--- src/hw/core_cfg.svh ---
// Fixed sizes, instruction field positions, reset values and stack/page limits
// of the fetch/execute core. Definitions only; included by the core.
`ifndef CORE_CFG_SVH
`define CORE_CFG_SVH

`define PC_W             11
`define PM_W             15
`define DM_AW            7
`define PAGE_LSB         8
`define OP_MSB           14
`define OP_LSB           11
`define FN_MSB           10
`define FN_LSB           7
`define MA_MSB           6
`define LEVEL_W          3
`define STACK_FULL       3'h4
`define PHASE_RESET      4'h1
`define RESET_VECTOR     11'h000
`define PC_ONE           11'h001
`define PC_LOW_BYTE_ADDR 7'h06
`define LAST_PAGE        3'h7
`define ACC_RESET        8'h00
`define STATUS_RESET     4'h0

`endif

--- src/hw/core_pkg.sv ---
// Types shared by the core and its ALU: phases, opcodes, ALU functions,
// status flags and the ALU result bundle.
package core_pkg;

   typedef enum logic [1:0] {PH_ONE, PH_TWO, PH_THREE, PH_FOUR} phase_t;

   // Major opcode in the top four bits of the instruction word
   typedef enum logic [3:0] {
      OP_NOP        = 4'h0,
      OP_ALU_A      = 4'h1,
      OP_ALU_M      = 4'h2,
      OP_SKZ        = 4'h3,
      OP_JUMP       = 4'h4,
      OP_CALL       = 4'h5,
      OP_RETURN_SUB = 4'h6,
      OP_RETURN_INT = 4'h7,
      OP_TBL_CUR    = 4'h8,
      OP_TBL_LAST   = 4'h9
   } op_t;

   typedef enum logic [3:0] {
      FN_ADD = 4'h0, FN_ADC = 4'h1, FN_SUB = 4'h2, FN_SBC = 4'h3,
      FN_AND = 4'h4, FN_OR  = 4'h5, FN_XOR = 4'h6, FN_CPL = 4'h7,
      FN_RR  = 4'h8, FN_RRC = 4'h9, FN_RL  = 4'ha, FN_RLC = 4'hb,
      FN_INC = 4'hc, FN_DEC = 4'hd, FN_DECIMAL_ADJUST = 4'he, FN_MOVE = 4'hf
   } alu_fn_t;

   typedef struct packed {
      logic ov;
      logic z;
      logic ac;
      logic c;
   } status_t;

   typedef struct packed {
      logic [7:0] result;
      status_t    flags;
      status_t    upd;
   } alu_res_t;

endpackage

--- src/hw/alu8.sv ---
// Eight-bit ALU: shared adder, logic, rotates, decimal adjust, flag masks.
// Purely combinational; the core decides where result and flags land.
`timescale 1ns/100ps
module alu8 (
   input  wire logic [7:0]         a,
   input  wire logic [7:0]         b,
   input  wire core_pkg::status_t  st_in,
   input  wire core_pkg::alu_fn_t  fn,
   output core_pkg::alu_res_t      res
);
   logic [7:0] x;
   logic [7:0] y;
   logic       c;
   logic [8:0] sum;
   logic [4:0] half;
   logic [8:0] adj;

   // Adder operands; subtract adds the complement so carry means no borrow
   always_comb begin
      x = a;
      y = b;
      c = 1'b0;
      case (fn)
         core_pkg::FN_ADC: c = st_in.c;
         core_pkg::FN_SUB: begin
            y = ~b;
            c = 1'b1;
         end
         core_pkg::FN_SBC: begin
            y = ~b;
            c = st_in.c;
         end
         core_pkg::FN_INC: begin
            x = b;
            y = 8'h00;
            c = 1'b1;
         end
         core_pkg::FN_DEC: begin
            x = b;
            y = 8'hff;
         end
         default: c = 1'b0;
      endcase
      sum  = {1'b0, x} + {1'b0, y} + {8'h00, c};
      half = {1'b0, x[3:0]} + {1'b0, y[3:0]} + {4'h0, c};
   end

   // Decimal adjust of the accumulator after a packed BCD add
   always_comb begin
      adj = {1'b0, a};
      if (a[3:0] > 4'h9 || st_in.ac) begin
         adj = adj + 9'h006;
      end
      if (adj[7:4] > 4'h9 || st_in.c || adj[8]) begin
         adj = adj + 9'h060;
      end
   end

   // Result and the mask of flags each function may change
   always_comb begin
      res = '0;
      case (fn)
         core_pkg::FN_ADD, core_pkg::FN_ADC, core_pkg::FN_SUB, core_pkg::FN_SBC: begin
            res.result   = sum[7:0];
            res.flags.c  = sum[8];
            res.flags.ac = half[4];
            res.flags.ov = (x[7] == y[7]) && (sum[7] != x[7]);
            res.upd      = core_pkg::status_t'(4'hf);
         end
         core_pkg::FN_INC, core_pkg::FN_DEC: begin
            res.result = sum[7:0];
            res.upd.z  = 1'b1;
         end
         core_pkg::FN_AND: begin
            res.result = a & b;
            res.upd.z  = 1'b1;
         end
         core_pkg::FN_OR: begin
            res.result = a | b;
            res.upd.z  = 1'b1;
         end
         core_pkg::FN_XOR: begin
            res.result = a ^ b;
            res.upd.z  = 1'b1;
         end
         core_pkg::FN_CPL: begin
            res.result = ~b;
            res.upd.z  = 1'b1;
         end
         core_pkg::FN_RR: res.result = {b[0], b[7:1]};
         core_pkg::FN_RL: res.result = {b[6:0], b[7]};
         core_pkg::FN_RRC: begin
            res.result  = {st_in.c, b[7:1]};
            res.flags.c = b[0];
            res.upd.c   = 1'b1;
         end
         core_pkg::FN_RLC: begin
            res.result  = {b[6:0], st_in.c};
            res.flags.c = b[7];
            res.upd.c   = 1'b1;
         end
         core_pkg::FN_DECIMAL_ADJUST: begin
            res.result  = adj[7:0];
            res.flags.c = adj[8] | st_in.c;
            res.upd.c   = 1'b1;
         end
         default: res.result = b;
      endcase
      res.flags.z = (res.result == 8'h00);
   end

endmodule

--- src/hw/fetch_exec_core.sv ---
// Instruction sequencing core: phase ring, overlapped fetch/execute,
// program counter, hidden return stack, ALU control and table reads.
// Assumes program memory returns the word at PM_ADDR by the end of phase
// four and data memory read data is valid from phase two onward.
`timescale 1ns/100ps
`include "core_cfg.svh"
module fetch_exec_core (
   input  wire logic               CORE_CLK,
   input  wire logic               RST_N,
   output logic [`PC_W-1:0]        PM_ADDR,
   input  wire logic [`PM_W-1:0]   PM_DATA,
   output logic [`DM_AW-1:0]       DM_ADDR,
   input  wire logic [7:0]         DM_RDATA,
   output logic [7:0]              DM_WDATA,
   output logic                    DM_WE,
   input  wire logic [7:0]         TABLE_POINTER,
   output logic [7:0]              TABLE_HIGH,
   input  wire logic               INT_EVENT,
   input  wire logic               INT_ENABLE,
   input  wire logic [`PC_W-1:0]   INT_VECTOR,
   output logic                    INT_ACK,
   output logic                    INT_RETURN,
   output logic [3:0]              INSTRUCTION_PHASE_CLOCKS,
   output core_pkg::status_t       STATUS,
   output logic [7:0]              ACC
);

   // -------------------------------------------------------------------
   // Decode helpers
   // -------------------------------------------------------------------
   function automatic logic is_mem_dest(input core_pkg::op_t o);
      is_mem_dest = (o == core_pkg::OP_ALU_M) || (o == core_pkg::OP_SKZ);
   endfunction

   function automatic logic is_alu(input core_pkg::op_t o);
      is_alu = (o == core_pkg::OP_ALU_A) || (o == core_pkg::OP_ALU_M);
   endfunction

   function automatic logic is_return(input core_pkg::op_t o);
      is_return = (o == core_pkg::OP_RETURN_SUB) || (o == core_pkg::OP_RETURN_INT);
   endfunction

   function automatic logic is_tbl(input core_pkg::op_t o);
      is_tbl = (o == core_pkg::OP_TBL_CUR) || (o == core_pkg::OP_TBL_LAST);
   endfunction

   core_pkg::phase_t    ph;
   logic [`PC_W-1:0]    pc;
   logic [`PC_W-1:0]    ir_pc;
   logic [`PM_W-1:0]    ir;
   logic                ir_valid;
   logic                tbl_busy;
   logic [`DM_AW-1:0]   tbl_dest;
   logic [`PC_W-1:0]    stack [0:3];
   logic [1:0]          top;
   logic [`LEVEL_W-1:0] return_stack_level_pointer;
   logic                int_pend;
   core_pkg::op_t       op;
   core_pkg::alu_fn_t   fn;
   logic [`DM_AW-1:0]   maddr;
   logic [7:0]          operand;
   logic [7:0]          alu_b;
   core_pkg::alu_res_t  res;
   logic                t4;
   logic                commit;
   logic                full;
   logic                jump;
   logic                call;
   logic                do_return;
   logic                low_byte_write;
   logic                skip_hit;
   logic                tbl_go;
   logic                flow;
   logic                int_take;
   logic                flush;
   logic                push;
   logic [`PC_W-1:0]    pop_pc;
   logic [`PC_W-1:0]    next_pc;

   // -------------------------------------------------------------------
   // Phase generation
   // -------------------------------------------------------------------
   // Phase state steps once per clock; four clocks make one cycle
   always_ff @(posedge CORE_CLK) begin
      if (!RST_N) begin
         ph <= core_pkg::PH_ONE;
      end else begin
         unique case (ph)
            core_pkg::PH_ONE:   ph <= core_pkg::PH_TWO;
            core_pkg::PH_TWO:   ph <= core_pkg::PH_THREE;
            core_pkg::PH_THREE: ph <= core_pkg::PH_FOUR;
            core_pkg::PH_FOUR:  ph <= core_pkg::PH_ONE;
         endcase
      end
   end

   // Non-overlapping phase strobes as a rotating one-hot register
   always_ff @(posedge CORE_CLK) begin
      if (!RST_N) begin
         INSTRUCTION_PHASE_CLOCKS <= `PHASE_RESET;
      end else begin
         INSTRUCTION_PHASE_CLOCKS <= {INSTRUCTION_PHASE_CLOCKS[2:0], INSTRUCTION_PHASE_CLOCKS[3]};
      end
   end

   assign t4 = (ph == core_pkg::PH_FOUR);

   // -------------------------------------------------------------------
   // Decode and execute
   // -------------------------------------------------------------------
   // Fields are decoded from phase one; effects land at the end of phase four
   assign op      = core_pkg::op_t'(ir[`OP_MSB:`OP_LSB]);
   assign fn      = core_pkg::alu_fn_t'(ir[`FN_MSB:`FN_LSB]);
   assign maddr   = ir[`MA_MSB:0];
   assign operand = (maddr == `PC_LOW_BYTE_ADDR) ? ir_pc[7:0] : DM_RDATA;
   // A move towards memory stores the accumulator instead of the operand
   assign alu_b   = (op == core_pkg::OP_ALU_M && fn == core_pkg::FN_MOVE) ? ACC : operand;
   assign commit  = t4 && ir_valid && !tbl_busy;

   alu8 u_alu (
      .a     (ACC),
      .b     (alu_b),
      .st_in (STATUS),
      .fn    (fn),
      .res   (res)
   );

   assign full           = (return_stack_level_pointer == `STACK_FULL);
   assign jump           = commit && (op == core_pkg::OP_JUMP || op == core_pkg::OP_CALL);
   assign call           = commit && (op == core_pkg::OP_CALL);
   assign do_return      = commit && is_return(op);
   assign low_byte_write = commit && is_mem_dest(op) && (maddr == `PC_LOW_BYTE_ADDR);
   assign skip_hit       = commit && (op == core_pkg::OP_SKZ) && (res.result == 8'h00);
   assign tbl_go         = commit && is_tbl(op);
   assign flow           = jump || do_return || low_byte_write || skip_hit || tbl_go;
   // Interrupts enter only between plain instructions and never overfill the stack
   assign int_take       = t4 && int_pend && INT_ENABLE && !full && !tbl_busy && !flow;
   assign flush          = int_take || jump || do_return || low_byte_write || skip_hit;
   assign push           = int_take || call;
   assign pop_pc         = stack[top - 2'h1];

   // Next fetch address; the table cycle holds the counter still
   always_comb begin
      if (int_take) begin
         next_pc = INT_VECTOR;
      end else if (jump) begin
         next_pc = ir[`PC_W-1:0];
      end else if (do_return) begin
         next_pc = pop_pc;
      end else if (low_byte_write) begin
         next_pc = {ir_pc[`PC_W-1:`PAGE_LSB], res.result};
      end else if (tbl_busy) begin
         next_pc = pc;
      end else begin
         next_pc = pc + `PC_ONE;
      end
   end

   // Counter moves on the edge that opens phase one
   always_ff @(posedge CORE_CLK) begin
      if (!RST_N) begin
         pc <= `RESET_VECTOR;
      end else if (t4) begin
         pc <= next_pc;
      end
   end

   // Fetch address: the counter, or the table location for one cycle
   always_ff @(posedge CORE_CLK) begin
      if (!RST_N) begin
         PM_ADDR <= `RESET_VECTOR;
      end else if (t4) begin
         if (tbl_go) begin
            PM_ADDR <= {(op == core_pkg::OP_TBL_LAST) ? `LAST_PAGE : ir_pc[`PC_W-1:`PAGE_LSB],
                        TABLE_POINTER};
         end else begin
            PM_ADDR <= next_pc;
         end
      end
   end

   // Prefetched word becomes the next instruction; branches turn it into a bubble
   always_ff @(posedge CORE_CLK) begin
      if (!RST_N) begin
         ir       <= 15'h0000;
         ir_pc    <= `RESET_VECTOR;
         ir_valid <= 1'b0;
      end else if (t4 && !tbl_busy) begin
         ir       <= PM_DATA;
         ir_pc    <= pc;
         ir_valid <= !flush;
      end
   end

   // -------------------------------------------------------------------
   // Table read
   // -------------------------------------------------------------------
   // Second cycle borrows the fetch slot, so the word already in ir waits
   always_ff @(posedge CORE_CLK) begin
      if (!RST_N) begin
         tbl_busy   <= 1'b0;
         tbl_dest   <= 7'h00;
         TABLE_HIGH <= 8'h00;
      end else if (t4) begin
         tbl_busy <= tbl_go;
         if (tbl_go) begin
            tbl_dest <= maddr;
         end
         if (tbl_busy) begin
            TABLE_HIGH <= {1'b0, PM_DATA[`PM_W-1:8]};
         end
      end
   end

   // -------------------------------------------------------------------
   // Accumulator, status and data memory write
   // -------------------------------------------------------------------
   always_ff @(posedge CORE_CLK) begin
      if (!RST_N) begin
         ACC    <= `ACC_RESET;
         STATUS <= core_pkg::status_t'(`STATUS_RESET);
      end else if (commit && is_alu(op)) begin
         if (op == core_pkg::OP_ALU_A) begin
            ACC <= res.result;
         end
         STATUS <= core_pkg::status_t'((STATUS & ~res.upd) | (res.flags & res.upd));
      end
   end

   // Writes land in the next phase one, well before the next read in phase four
   always_ff @(posedge CORE_CLK) begin
      if (!RST_N) begin
         DM_WE    <= 1'b0;
         DM_ADDR  <= 7'h00;
         DM_WDATA <= 8'h00;
      end else if (t4) begin
         DM_WE    <= (commit && is_mem_dest(op) && !low_byte_write) || tbl_busy;
         DM_ADDR  <= tbl_busy ? tbl_dest : maddr;
         DM_WDATA <= tbl_busy ? PM_DATA[7:0] : res.result;
      end else if (ph == core_pkg::PH_ONE) begin
         DM_WE   <= 1'b0;
         DM_ADDR <= ir[`MA_MSB:0];
      end
   end

   // -------------------------------------------------------------------
   // Return stack and interrupt entry
   // -------------------------------------------------------------------
   // Storage is private; a call on a full stack wraps onto the oldest entry
   always_ff @(posedge CORE_CLK) begin
      if (push) begin
         stack[top] <= pc;
      end
   end

   always_ff @(posedge CORE_CLK) begin
      if (!RST_N) begin
         top                        <= 2'h0;
         return_stack_level_pointer <= 3'h0;
      end else if (push) begin
         top <= top + 2'h1;
         if (!full) begin
            return_stack_level_pointer <= return_stack_level_pointer + 3'h1;
         end
      end else if (do_return) begin
         top <= top - 2'h1;
         if (return_stack_level_pointer != 3'h0) begin
            return_stack_level_pointer <= return_stack_level_pointer - 3'h1;
         end
      end
   end

   // A new event in the acknowledge cycle keeps the request pending
   always_ff @(posedge CORE_CLK) begin
      if (!RST_N) begin
         int_pend   <= 1'b0;
         INT_ACK    <= 1'b0;
         INT_RETURN <= 1'b0;
      end else begin
         int_pend   <= INT_EVENT || (int_pend && !int_take);
         INT_ACK    <= int_take;
         INT_RETURN <= commit && (op == core_pkg::OP_RETURN_INT);
      end
   end

   // -------------------------------------------------------------------
   // Checks
   // -------------------------------------------------------------------
   AST_PHASE_RING: assert property (
      @(posedge CORE_CLK) disable iff (!RST_N)
      INSTRUCTION_PHASE_CLOCKS[0] && (ph == core_pkg::PH_ONE)
      |=> INSTRUCTION_PHASE_CLOCKS == 4'h2 ##1 INSTRUCTION_PHASE_CLOCKS == 4'h4
          ##1 (INSTRUCTION_PHASE_CLOCKS == 4'h8 && t4) ##1 INSTRUCTION_PHASE_CLOCKS == 4'h1)
      else $error("phase ring out of step");

   AST_PC_HOLD: assert property (
      @(posedge CORE_CLK) disable iff (!RST_N)
      !t4 |=> $stable(pc) && $stable(PM_ADDR))
      else $error("program counter moved outside phase one entry");

   AST_PC_STEP: assert property (
      @(posedge CORE_CLK) disable iff (!RST_N)
      t4 && !flow && !int_take && !tbl_busy |=> pc == $past(pc) + `PC_ONE)
      else $error("program counter did not step by one");

   AST_JUMP_TWO: assert property (
      @(posedge CORE_CLK) disable iff (!RST_N)
      jump |=> (!ir_valid && pc == $past(ir[`PC_W-1:0])) ##4 (ir_pc == $past(ir[`PC_W-1:0], 5)))
      else $error("branch did not flush and fetch target");

   AST_INT_ENTRY: assert property (
      @(posedge CORE_CLK) disable iff (!RST_N)
      int_take |=> pc == $past(INT_VECTOR) && INT_ACK && !ir_valid)
      else $error("interrupt entry did not load vector");

   AST_SKIP_DUMMY: assert property (
      @(posedge CORE_CLK) disable iff (!RST_N)
      skip_hit |=> !ir_valid && pc == $past(pc) + `PC_ONE)
      else $error("taken skip kept the prefetched word");

   AST_LOW_PAGE: assert property (
      @(posedge CORE_CLK) disable iff (!RST_N)
      low_byte_write |=> pc[`PC_W-1:`PAGE_LSB] == $past(ir_pc[`PC_W-1:`PAGE_LSB])
                         && pc[7:0] == $past(res.result) && !ir_valid && !DM_WE)
      else $error("low byte write left the page or skipped the dummy");

   AST_PUSH: assert property (
      @(posedge CORE_CLK) disable iff (!RST_N)
      push |=> stack[$past(top)] == $past(pc) && top == $past(top) + 2'h1)
      else $error("push did not save the counter");

   AST_POP: assert property (
      @(posedge CORE_CLK) disable iff (!RST_N)
      do_return |=> pc == $past(pop_pc) && top == $past(top) - 2'h1)
      else $error("return did not restore the counter");

   AST_STACK_RESET: assert property (
      @(posedge CORE_CLK)
      !RST_N |=> return_stack_level_pointer == 3'h0 && top == 2'h0)
      else $error("stack not empty after reset");

   AST_FULL_HOLD: assert property (
      @(posedge CORE_CLK) disable iff (!RST_N)
      int_pend && full |=> !INT_ACK && (int_pend || INT_EVENT))
      else $error("interrupt acknowledged on a full stack");

   AST_FULL_CALL: assert property (
      @(posedge CORE_CLK) disable iff (!RST_N)
      call && full |=> pc == $past(ir[`PC_W-1:0]) && return_stack_level_pointer == `STACK_FULL)
      else $error("call on full stack was blocked");

   AST_TABLE_TWO: assert property (
      @(posedge CORE_CLK) disable iff (!RST_N)
      tbl_go |=> (tbl_busy && !commit) [*4] ##1 (!tbl_busy && DM_WE && DM_ADDR == $past(maddr, 5)))
      else $error("table read not two cycles");

   AST_RESET_PC: assert property (
      @(posedge CORE_CLK)
      !RST_N |=> pc == `RESET_VECTOR && PM_ADDR == `RESET_VECTOR && !ir_valid)
      else $error("reset did not clear pipeline to vector");

endmodule

--- config.mk ---
export PLATFORM = sky130hd
export DESIGN_NAME = fetch_exec_core
export DESIGN_NICKNAME = d
export VERILOG_FILES = /design/src/hw/core_pkg.sv /design/src/hw/alu8.sv /design/src/hw/fetch_exec_core.sv
export VERILOG_INCLUDE_DIRS = /design/src /design/src/hw
export SDC_FILE = /design/constraint.sdc
export NUM_CORES = 1
export LEC_CHECK = 0
export ABC_AREA = 1
export CORE_ASPECT_RATIO = 0.8
export CORE_UTILIZATION = 35
export DETAILED_ROUTE_END_ITERATION = 12
export DONT_BUFFER_PORTS = 1
export GPL_ROUTABILITY_DRIVEN = 1
export MAX_ROUTING_LAYER = met4
export SLEW_MARGIN = 20
export SYNTH_ARGS = -nofsm -noshare
export SYNTH_HDL_FRONTEND = slang
export SYNTH_SLANG_ARGS = --single-unit
--- constraint.sdc ---
create_clock -name CORE_CLK -period 4.6 [get_ports CORE_CLK]
set_clock_uncertainty 0.1 [all_clocks]
set_input_delay 0 -clock CORE_CLK [delete_from_list [all_inputs] [get_ports CORE_CLK]]
set_output_delay 0 -clock CORE_CLK [all_outputs]
set_load 0.01 [all_outputs]
---- Word-level counts from Yosys, hierarchy flattened ----
Memories as Yosys holds them, arrays and structs flattened.
Index checks and enable logic that the tools add are counted.
storage, ports and cells
  register bits after elaboration ......... 106
  logic and storage cells ................. 180
  output and inout bits ................... 53
  bits of input ports ..................... 46
  memory bits (writable) .................. 44
  memories ................................ 1
operators by class
  reduce and logical (&&, ||, !) cells .... 66
  order comparisons ....................... 2
  add/sub/neg operators ................... 11
  bitwise gates (word level) .............. 9
  multiplexer cells ....................... 36
  equality and inequality tests ........... 32
memory list
  memory  depth  width  read ports  clocked after memory_dff  write ports  RTL line               RTL
  stack   4      11     1           0                         1            fetch_exec_core.sv:54  logic [`PC_W-1:0] stack [0:3];
operators with widths
  cell                   number
  $pmux 8 s10            1
  $mux 11                6
  $eq 4x4->1 const B     10
  $eq 4x3->1 const B     8
  $mux 8                 4
  $pmux 8 s3             1
  $logic_and 1x1->1      22
  $mux 7                 3
  $logic_or 1x1->1       19
  $mux 9                 2
  $eq 4x2->1 const B     4
  $mux 3                 5
  $add 11x1->11 const B  1
  $reduce_or 10->1       1
  $add 8x3->9 const B    1
  $add 8x8->9            1
  $add 9x1->9            1
  $add 9x7->9 const B    1
  $mux 1                 9
  $and 4x4->4            2
  $and 8x8->8            1
  $eq 4x1->1 const B     2
  $gt 4x4->1 const B     2
  $logic_not 8->1        1
  other kinds (34)       48

---- Depth between registers and ports, before layout ----
Gate-level depths: netlist (run 1).
  word-level depth ........................ 19
  gate-level depth with buffers ........... 40
  depth with buffers taken out ............ 38

---- Modules after synthesis ----
A second synthesis (run 1) with hierarchy kept.
second synthesis, totals
  cells, all modules ...................... 1269
  area total of the unflattened synthesis .. 8884.8 sq um
by module, submodules not included
  module           sequential area each (sq um)  cells an instance  times used  area an instance (sq um)
  fetch_exec_core  3443.3                        932                1           7060.5
  alu8             0.0                           337                1           1824.2

---- Worst setup path after synthesis (run 1) ----
Ideal clock, no wire load.
  kind .................................... register to register
  start ................................... register ir[7]
  end ..................................... memory stack[1][0] in the netlist's numbering (enable)
  cell stages (with the launch flop) ...... 33
  buffers on the path ..................... 3
  clock period less this slack ............ 4383 ps
  path slack .............................. 217 ps
  data required time ...................... 4122 ps
  setup time .............................. 378 ps
  arrival time ............................ 3905 ps
  cells stage by stage .................... dfxtp_1 > buf_2 > nand2_1 > inv_1 > nand2_4 > clkinv_2 > nand2_2 > buf_6 > nand2_1 > nand2_2 > o21ai_0 > o21ai_0 > fa_1 > inv_1 > fa_1 > inv_1 > nand2_1 > nand2_1 > nor2_1 > nand2_1 > nor2_1 > nand3_1 > nand2_1 > nand2_1 > nor2_1 > nand2_1 > nor2_1 > nand3_1 > nand3_2 > buf_6 > nand2_2 > inv_2 > nor2_1
on the way
  cells in the longest elaborated chain, start to end .. 17
  elaborated cells on any way between the ends .. 42
  classes of those cells .................. 2 x add/sub; 15 x eq/ne; 7 x mux; 4 x bitwise; 14 x reduce/logical
ends and longest elaborated chain
  element                            RTL line                            RTL
  start: declaration                 fetch_exec_core.sv:50               logic [`PM_W-1:0] ir;
  start signal: assignment           fetch_exec_core.sv:185              ir <= 15'h0000;
  start signal: assignment           fetch_exec_core.sv:189              ir <= PM_DATA;
  $eq 4x4->1                         fetch_exec_core.sv:117              assign alu_b = (op == core_pkg::OP_ALU_M && fn == core_pkg::FN_MOVE) ? ACC : operand;
  $logic_and 1x1->1                  fetch_exec_core.sv:117
  $mux 8                             fetch_exec_core.sv:117
  $not 8->8                          alu8.sv:26, alu8.sv:30, alu8.sv:87
  $pmux 8 s3                         alu8.sv:23                          case (fn)
  $add 8x8->9                        alu8.sv:44                          sum = {1'b0, x} + {1'b0, y} + {8'h00, c};
  $add 9x1->9                        alu8.sv:44
  $pmux 8 s10 (*)                    alu8.sv:62                          case (fn)
  $logic_not 8->1 (*)                fetch_exec_core.sv:133              assign skip_hit = commit && (op == core_pkg::OP_SKZ) && (res.result == 8'h00);
  $logic_and 1x1->1 (*)              fetch_exec_core.sv:133
  $logic_or 1x1->1 (*) (2 in a row)  fetch_exec_core.sv:135              assign flow = jump || do_return || low_byte_write || skip_hit || tbl_go;
  $logic_not 1->1 (*)                fetch_exec_core.sv:137              assign int_take = t4 && int_pend && INT_ENABLE && !full && !tbl_busy && !flow;
  $logic_and 1x1->1 (*)              fetch_exec_core.sv:137
  $logic_or 1x1->1 (*)               fetch_exec_core.sv:139              assign push = int_take || call;
  $mux 1 (*)                         fetch_exec_core.sv:251              if (push) begin
  $mux 1 (not written as such) (*)   fetch_exec_core.sv:252              stack[top] <= pc;
  end: declaration                   fetch_exec_core.sv:54
Mark *: on every way between the ends. The rest lies on a longest branch, timed or not.

---- Final worst setup path (run 1) ----
  start ................................... register ir[8]
  end ..................................... register return_stack_level_pointer[2]
on the way
  cells in the longest elaborated chain, start to end .. 17
  elaborated cells on any way between the ends .. 45
  classes of those cells .................. 2 x add/sub; 16 x eq/ne; 6 x mux; 4 x bitwise; 17 x reduce/logical
ends and longest elaborated chain
  element                                                    RTL line                            RTL
  $eq 4x4->1                                                 fetch_exec_core.sv:117
  $logic_and 1x1->1                                          fetch_exec_core.sv:117
  $mux 8                                                     fetch_exec_core.sv:117
  $not 8->8                                                  alu8.sv:26, alu8.sv:30, alu8.sv:87
  $pmux 8 s3                                                 alu8.sv:23
  $add 8x8->9                                                alu8.sv:44
  $add 9x1->9                                                alu8.sv:44
  $pmux 8 s10 (*)                                            alu8.sv:62
  $logic_not 8->1 (*)                                        fetch_exec_core.sv:133
  $logic_and 1x1->1 (*)                                      fetch_exec_core.sv:133
  $logic_or 1x1->1 (*) (2 in a row)                          fetch_exec_core.sv:135
  $logic_not 1->1 (*)                                        fetch_exec_core.sv:137
  $logic_and 1x1->1 (*)                                      fetch_exec_core.sv:137
  $logic_or 1x1->1 (*)                                       fetch_exec_core.sv:139
  $ne 2x2->1 (no line) or $reduce_bool 2->1 (tied branches)  -
  $reduce_and 3->1 (no line)                                 -
  end signal: assignment                                     fetch_exec_core.sv:263              return_stack_level_pointer <= return_stack_level_pointer + 3'h1;
  end signal: assignment                                     fetch_exec_core.sv:268              return_stack_level_pointer <= return_stack_level_pointer - 3'h1;
  end: declaration                                           fetch_exec_core.sv:56               logic [`LEVEL_W-1:0] return_stack_level_pointer;
Marked as above.
A chain may end at the register's enable or synchronous reset.

==> results of run 1 <==
## path summary, 6_finish.rpt
check / to / slack, ns / cells after the start
max: return_stack_level_pointer[2] / 0.27 / 34
max reg2reg: return_stack_level_pointer[2] / 0.27 / 34
min: DM_WDATA[0] / 0.04 / 6
min reg2reg: tbl_dest[0] / 0.35 / 2
## layer usage
| layer | global-route usage | routed length [um] |
|---|---|---|
| met5 | - | 0 |
| met4 | 0.04129 | 291 |
| met3 | 0.04100 | 2342 |
| met2 | 0.3288 | 12050 |
| met1 | 0.3342 | 13360 |
## what timing repair did
| item | CTS | global route |
|---|---|---|
| gates resized for setup | 1 | 46 |
| cloned | 0 | 0 |
| hold buffers | 39 | 0 |
| endpoints found under the setup margin | 2 | 71 |
| pin swaps | 0 | 20 |
| hold endpoints to repair | 100 | 0 |
| setup buffers | 0 | 15 |
## layout make-up
type / count / share of cell area
clock buffer: 19 / 0.04244
clock inverter: 13 / 0.009568
inverter: 136 / 0.05017
multi-input combinational: 877 / 0.4422
sequential: 150 / 0.3378
tap: 312 / 0.03827
timing repair buffer: 92 / 0.07949
## cells in the final DEF, fill, tap and decap left out, types with 10 or more instances in the layout
| master | instances |
|---|---|
| o22ai_1 | 10 |
| buf_4 | 52 |
| inv_1 | 123 |
| nand2_2 | 17 |
| nand4_1 | 13 |
| nand2_1 | 259 |
| clkbuf_16 | 17 |
| o21ai_0 | 131 |
| a31oi_1 | 11 |
| a21oi_1 | 85 |
| nand3_1 | 84 |
| dfxtp_1 | 104 |
| ha_1 | 34 |
| inv_2 | 10 |
| dlygate4sd3_1 | 38 |
| nor2_1 | 142 |
| edfxtp_1 | 44 |
## worst max-delay path, delay by kind of cell, from the launching register on
kind	cells	cell delay (ns)
simple gates	21	1.86
fa+ha+maj	3	0.94
buf+inv	8	0.81
flops	1	0.31
compound gates	2	0.21
## through the flow
step	power (mW)	std cells
floorplan	1.986	1212
CTS	3.528	1584
detailed placement	2.218	1513
global placement	2.219	1513
finish	3.597	1599
global route	3.752	1599
## cells by family (layout without fill, tap and decap cells)
logic type	Yosys count	after routing	synth area share
AND/OR/NAND/NOR	555	555	0.2725
XOR/XNOR	7	7	0.007179
flip-flops	150	150	0.4032
adder cells (fa/ha/maj)	36	36	0.05450
buffers and inverters	185	260	0.08482
AO/OA/AOI/OAI	278	278	0.1774
other	1	1	0.0004391
## sequential cells by signal (all words and copies together), names as in the netlist, 2 cells and up, named ones only
register and count:
ACC 8, DM_ADDR 7, DM_WDATA 8, INSTRUCTION_PHASE_CLOCKS 4, PM_ADDR 11, TABLE_HIGH 7
ir 15, ir_pc 11, pc 11, ph 2, return_stack_level_pointer 3, stack 44
tbl_dest 7, top 2
## power by group through the flow
stage | Combinational (mW) | Clock (mW) | Sequential [mW]
final | 0.774 | 1.28 | 1.54
after global routing | 0.850 | 1.35 | 1.55
after floorplan | 0.450 | 0 | 1.54
after detailed placement | 0.650 | 0 | 1.57
after CTS | 0.693 | 1.30 | 1.54
after global placement | 0.654 | 0 | 1.57
==> results.ini, run 1 <==
[status]
status=finished, final reports clean

[clock_network]
numCtsBuffers=17
cts_root_buf=clkbuf_16
clock-sinks=150
h-tree-depth=4
cts_tree=yes
clkSlewWorstSetupHoldPaths_ns=0.07
cts_max_path_buffers=2
clock_latency_ns=0.42

[logic_synthesis]
netlist_instances=1212
synth_seq_cells=150
ys_seq_area_frac=0.4032
synth_top_cell_by_area=dfxtp_1
syn-num-nets=1294
ys_types=43
synth_ff_type=dfxtp_1
yosysMostFrequentCell=nand2_1
synth_top_area_frac=0.2485
synth.top_cells.by_count=nand2_1, nor2_1, o21ai_0
synthArstFlopShare=0
synthesis.area_um2=8541
ys_warn_count=0
synth_edf_count=44
syn_avg_cell_area_um2=7.047
synth_area_leaders=dfxtp_1, edfxtp_1, nand2_1

[cells_and_area]
seqCellArea_um2=3446
nets=1356
area_growth_pct=19.43
final_core_util=0.4313
multi_input_area_um2=4511
diodes=0
fillers=2405
drive_gt1_frac=0.1166
fin_area_um2=10200

[run]
maxCapViolCount=0

[timing]
max_clock_freq_ghz=0.2311
hold_viol=0
final.setup.worst_slack_ns=0.2736
finalSetupViolations=0
period_needed_ns=4.326
hold_ws_ns=0.03601
finalCritPeriodShare=0.9405
slew_violations=0
maxSlewHeadroom=0.3958
tns_ns=0
worst_slew_pin_slew_ns=0.9030

[critical_path]
crit_path_max_incr_delay_ns=0.56
rr_startpoint=ir[8]
end_kind=flip-flop
slowest_stage=fa_2
cpMostUsedCell=nand2_1
startpoint_type=flip-flop
crit_start=ir[8]
crit_arrival_ns=4.58
worstSetupPathType=flip-flop to flip-flop
cp_max_fo=9
cp.required_ns=4.86

[grt]
grt_pass1_wl_um=42750
antenna_found_initial=0
grt_overflow_total=0
grt_max_degree=63
grt_pass1_vias=7557
grt_use_total=0.2289

[power_and_ir_drop]
p_leak_nw=4.371
power.share.switching=0.3252
pwr-share-seq=0.429
p_int_mw=2.427
p_clk_frac=0.355
pwr_density_cell_nw_per_um2=352.7
ir_drop_v=0.0002956
combPwrFrac=0.215
p_switching_mw=1.170

[floorplan]
dieArea_um2=25030
core_um2=23650
std_cell_rows=50
ios=99
start_util=0.3612
die_h_um=141.7
fp.dieW_um=176.7

[drt]
drt.antenna.violating_nets=0
wl_per_cell_um=17.54
drc=0
first_pass_iters=6
viasPerCell=5.273
initialDrtViolationCount=873
finalWirelength_um=28040
vias=8431

[place]
dp_slack_ns=0.004611
dpl.hpwl_um=20350
place.gp.congestion=0.9575
placed_area_um2=9006
portBuffers=0

[min_path]
hold_path.class=primary input to flip-flop
hp-start=DM_RDATA[1]

Power figures use the tool's default switching activity.
==> run 2, diff against run 1 <==
==> constraint.sdc (replaced) <==
create_clock -name CORE_CLK -period 4.6 [get_ports CORE_CLK]
set_clock_uncertainty 0.1 [all_clocks]
set_input_delay 0.23 -clock CORE_CLK [delete_from_list [all_inputs] [get_ports CORE_CLK]]
set_output_delay 0.23 -clock CORE_CLK [all_outputs]
set_load 0.01 [all_outputs]
==> results.ini, run 2 (synthesized netlist as in run 1, its figures left out) <==
[grt]
grt_pass1_wl_um=42440  ; was 42750 um
grt_overflow_total=0  ; unchanged
grt_use_total=0.2272  ; was 0.2289
grt_pass1_vias=7453  ; was 7557
antenna_found_initial=0  ; unchanged
grt_max_degree=62  ; was 63

[power_and_ir_drop]
finalPower_mw=3.587  ; was 3.597 mW
ir_drop_v=0.0002979  ; was 0.0002956 V
pwr_density_cell_nw_per_um2=356.7  ; was 352.7 nW/um^2
p_leak_nw=4.315  ; was 4.371 nW

[clock_network]
h-tree-depth=4  ; unchanged
cts_max_path_buffers=2  ; unchanged
cts_root_buf=clkbuf_16  ; unchanged
clock_latency_ns=0.42  ; about the same
clkSlewWorstSetupHoldPaths_ns=0.06  ; was 0.07 ns
cts_tree=yes  ; unchanged
clock-sinks=150  ; unchanged
numCtsBuffers=17  ; unchanged

[cells_and_area]
stdcell_count=1585  ; was 1599
fin_area_um2=10050  ; was 10200 um^2
layout_common_cells=nand2_1, nor2_1, o21ai_0  ; unchanged
layout_commonest_cell=nand2_1  ; unchanged
diodes=0  ; unchanged
fillers=2418  ; was 2405
seqCellArea_um2=3446  ; unchanged
largest_reg_flops=44  ; unchanged
drive_gt1_frac=0.1178  ; was 0.1166
top_regs=stack (44), ir (15)  ; unchanged
multi_input_area_um2=4513  ; was 4511 um^2
nets=1342  ; was 1356
area_growth_pct=17.73  ; was 19.43%
regMostFlops=stack  ; unchanged

[floorplan]
die_h_um=141.7  ; unchanged
start_util=0.3612  ; unchanged
std_cell_rows=50  ; unchanged
fp.dieW_um=176.7  ; unchanged
dieArea_um2=25030  ; unchanged
ios=99  ; unchanged
core_um2=23650  ; unchanged

[timing]
final.setup.worst_slack_ns=0.2750  ; was 0.2736 ns
max_clock_freq_ghz=0.2312  ; was 0.2311 GHz
hold_viol=0  ; unchanged
worst_slew_pin_slew_ns=0.9178  ; was 0.9030 ns
finalSetupViolations=0  ; unchanged
period_needed_ns=4.325  ; was 4.326 ns
slew_violations=0  ; unchanged
maxSlewHeadroom=0.3859  ; was 0.3958
finalCritPeriodShare=0.9402  ; was 0.9405
hold_ws_ns=0.02266  ; was 0.03601 ns

[critical_path]
cp.required_ns=4.79  ; was 4.86 ns
startpoint_type=flip-flop  ; unchanged
rrSetupSlack_ns=0.27  ; about the same
slowest_stage=fa_2  ; unchanged
cpMostUsedCell=nand2_1  ; unchanged
reg2reg_to=PM_ADDR[8]  ; was return_stack_level_pointer[2]
end_kind=flip-flop  ; unchanged
crit_path_max_incr_delay_ns=0.56  ; about the same
rr_startpoint=ir[8]  ; unchanged
crit_arrival_ns=4.51  ; was 4.58 ns
worstSetupPathType=flip-flop to flip-flop  ; unchanged
cp_max_fo=11  ; was 9
reg2reg_depth=28  ; was 34

[place]
portBuffers=0  ; unchanged
place.gp.congestion=0.9575  ; unchanged
placed_cells=1513  ; unchanged
placed_area_um2=9006  ; unchanged
dpl.hpwl_um=20350  ; unchanged
dp_slack_ns=0.004611  ; unchanged

[run]
maxCapViolCount=0  ; unchanged

[min_path]
min_to=PM_ADDR[7]  ; was DM_WDATA[0]
min_path_cells=4  ; was 6
hold_path.class=primary input to flip-flop  ; unchanged
hp-start=TABLE_POINTER[7]  ; was DM_RDATA[1]

[status]
status=finished, final reports clean  ; unchanged

[drt]
drt.antenna.violating_nets=0  ; unchanged
first_pass_iters=6  ; unchanged
initialDrtViolationCount=925  ; was 873
vias=8345  ; was 8431
finalWirelength_um=27870  ; was 28040 um
drc=0  ; unchanged
viasPerCell=5.265  ; was 5.273
wl_per_cell_um=17.58  ; was 17.54 um

[run 2: cell types whose count changed in the layout (fill, tap and decap cells not counted), sizes merged]
cell	previous run	this run
dlygate4sd3	38	24
clkbuf	19	20
dlymetal6s2s	1	0
[run 2: worst max-delay path by stage]
stage | from | end | slack, ns | depth (start not counted)
4_1_cts | ir[0] | return_stack_level_pointer[2] | 0.00008 | 34
2_1_floorplan | ir[7] | stack[1][0] | 0.22 | 32
3_3_place_gp | ir[13] | return_stack_level_pointer[2] | 0.19 | 35
5_1_grt | ir[13] | return_stack_level_pointer[2] | -0.04 | 36
6_report | ir[8] | PM_ADDR[8] | 0.27 | 28
3_5_place_dp | ir[0] | return_stack_level_pointer[2] | 0.005 | 36
[run 2: metrics by stage]
step                setup TNS [ns]    util
global route              -0.03663  0.4252
finish                           0  0.4252
floorplan                        0       -
CTS                              0  0.4146
detailed placement               0  0.3808
global placement                 0  0.3808
[run 2: what timing repair did]
item	4_1_cts	5_1_grt
setup buffers	0	15
pin swaps	0	20
resized for setup	1	46
hold buffers	25	0
hold endpoints to repair	74	0
endpoints found under the setup margin	2	71
[run 2: where the power goes]
group          internal (mW)  switching [mW]  total, mW  leakage, nW
combinational          0.275           0.488      0.763         2.79
sequential              1.45          0.0954       1.54         1.27
clock                  0.695           0.585       1.28        0.254
[run 2: area by class of cell]
cell class | instances | area share
Clock buffer | 19 | 0.04306
Tap cell | 312 | 0.03883
Timing Repair Buffer | 78 | 0.06595
Multi-Input combinational cell | 877 | 0.4489
Clock inverter | 13 | 0.009706
Inverter | 136 | 0.05090
Sequential cell | 150 | 0.3427
[run 2: per-layer routing]
| layer | GRT usage | part of all wire | vias to the layer above |
|---|---|---|---|
| li1 | - | - | 4109 |
| met1 | 0.3341 | 0.49 | 3872 |
| met2 | 0.3240 | 0.42 | 334 |
| met3 | 0.04019 | 0.079 | 30 |
| met4 | 0.04038 | 0.011 | 0 |
| met5 | - | 0 | - |
[run 2: critical path: cells and delay by family (launching register included)]
family          cells  cell delay [ns]
compound gates      3             0.43
buf+inv             6             0.85
simple gates       17             1.71
fa+ha+maj           2             0.81
flops               1             0.31
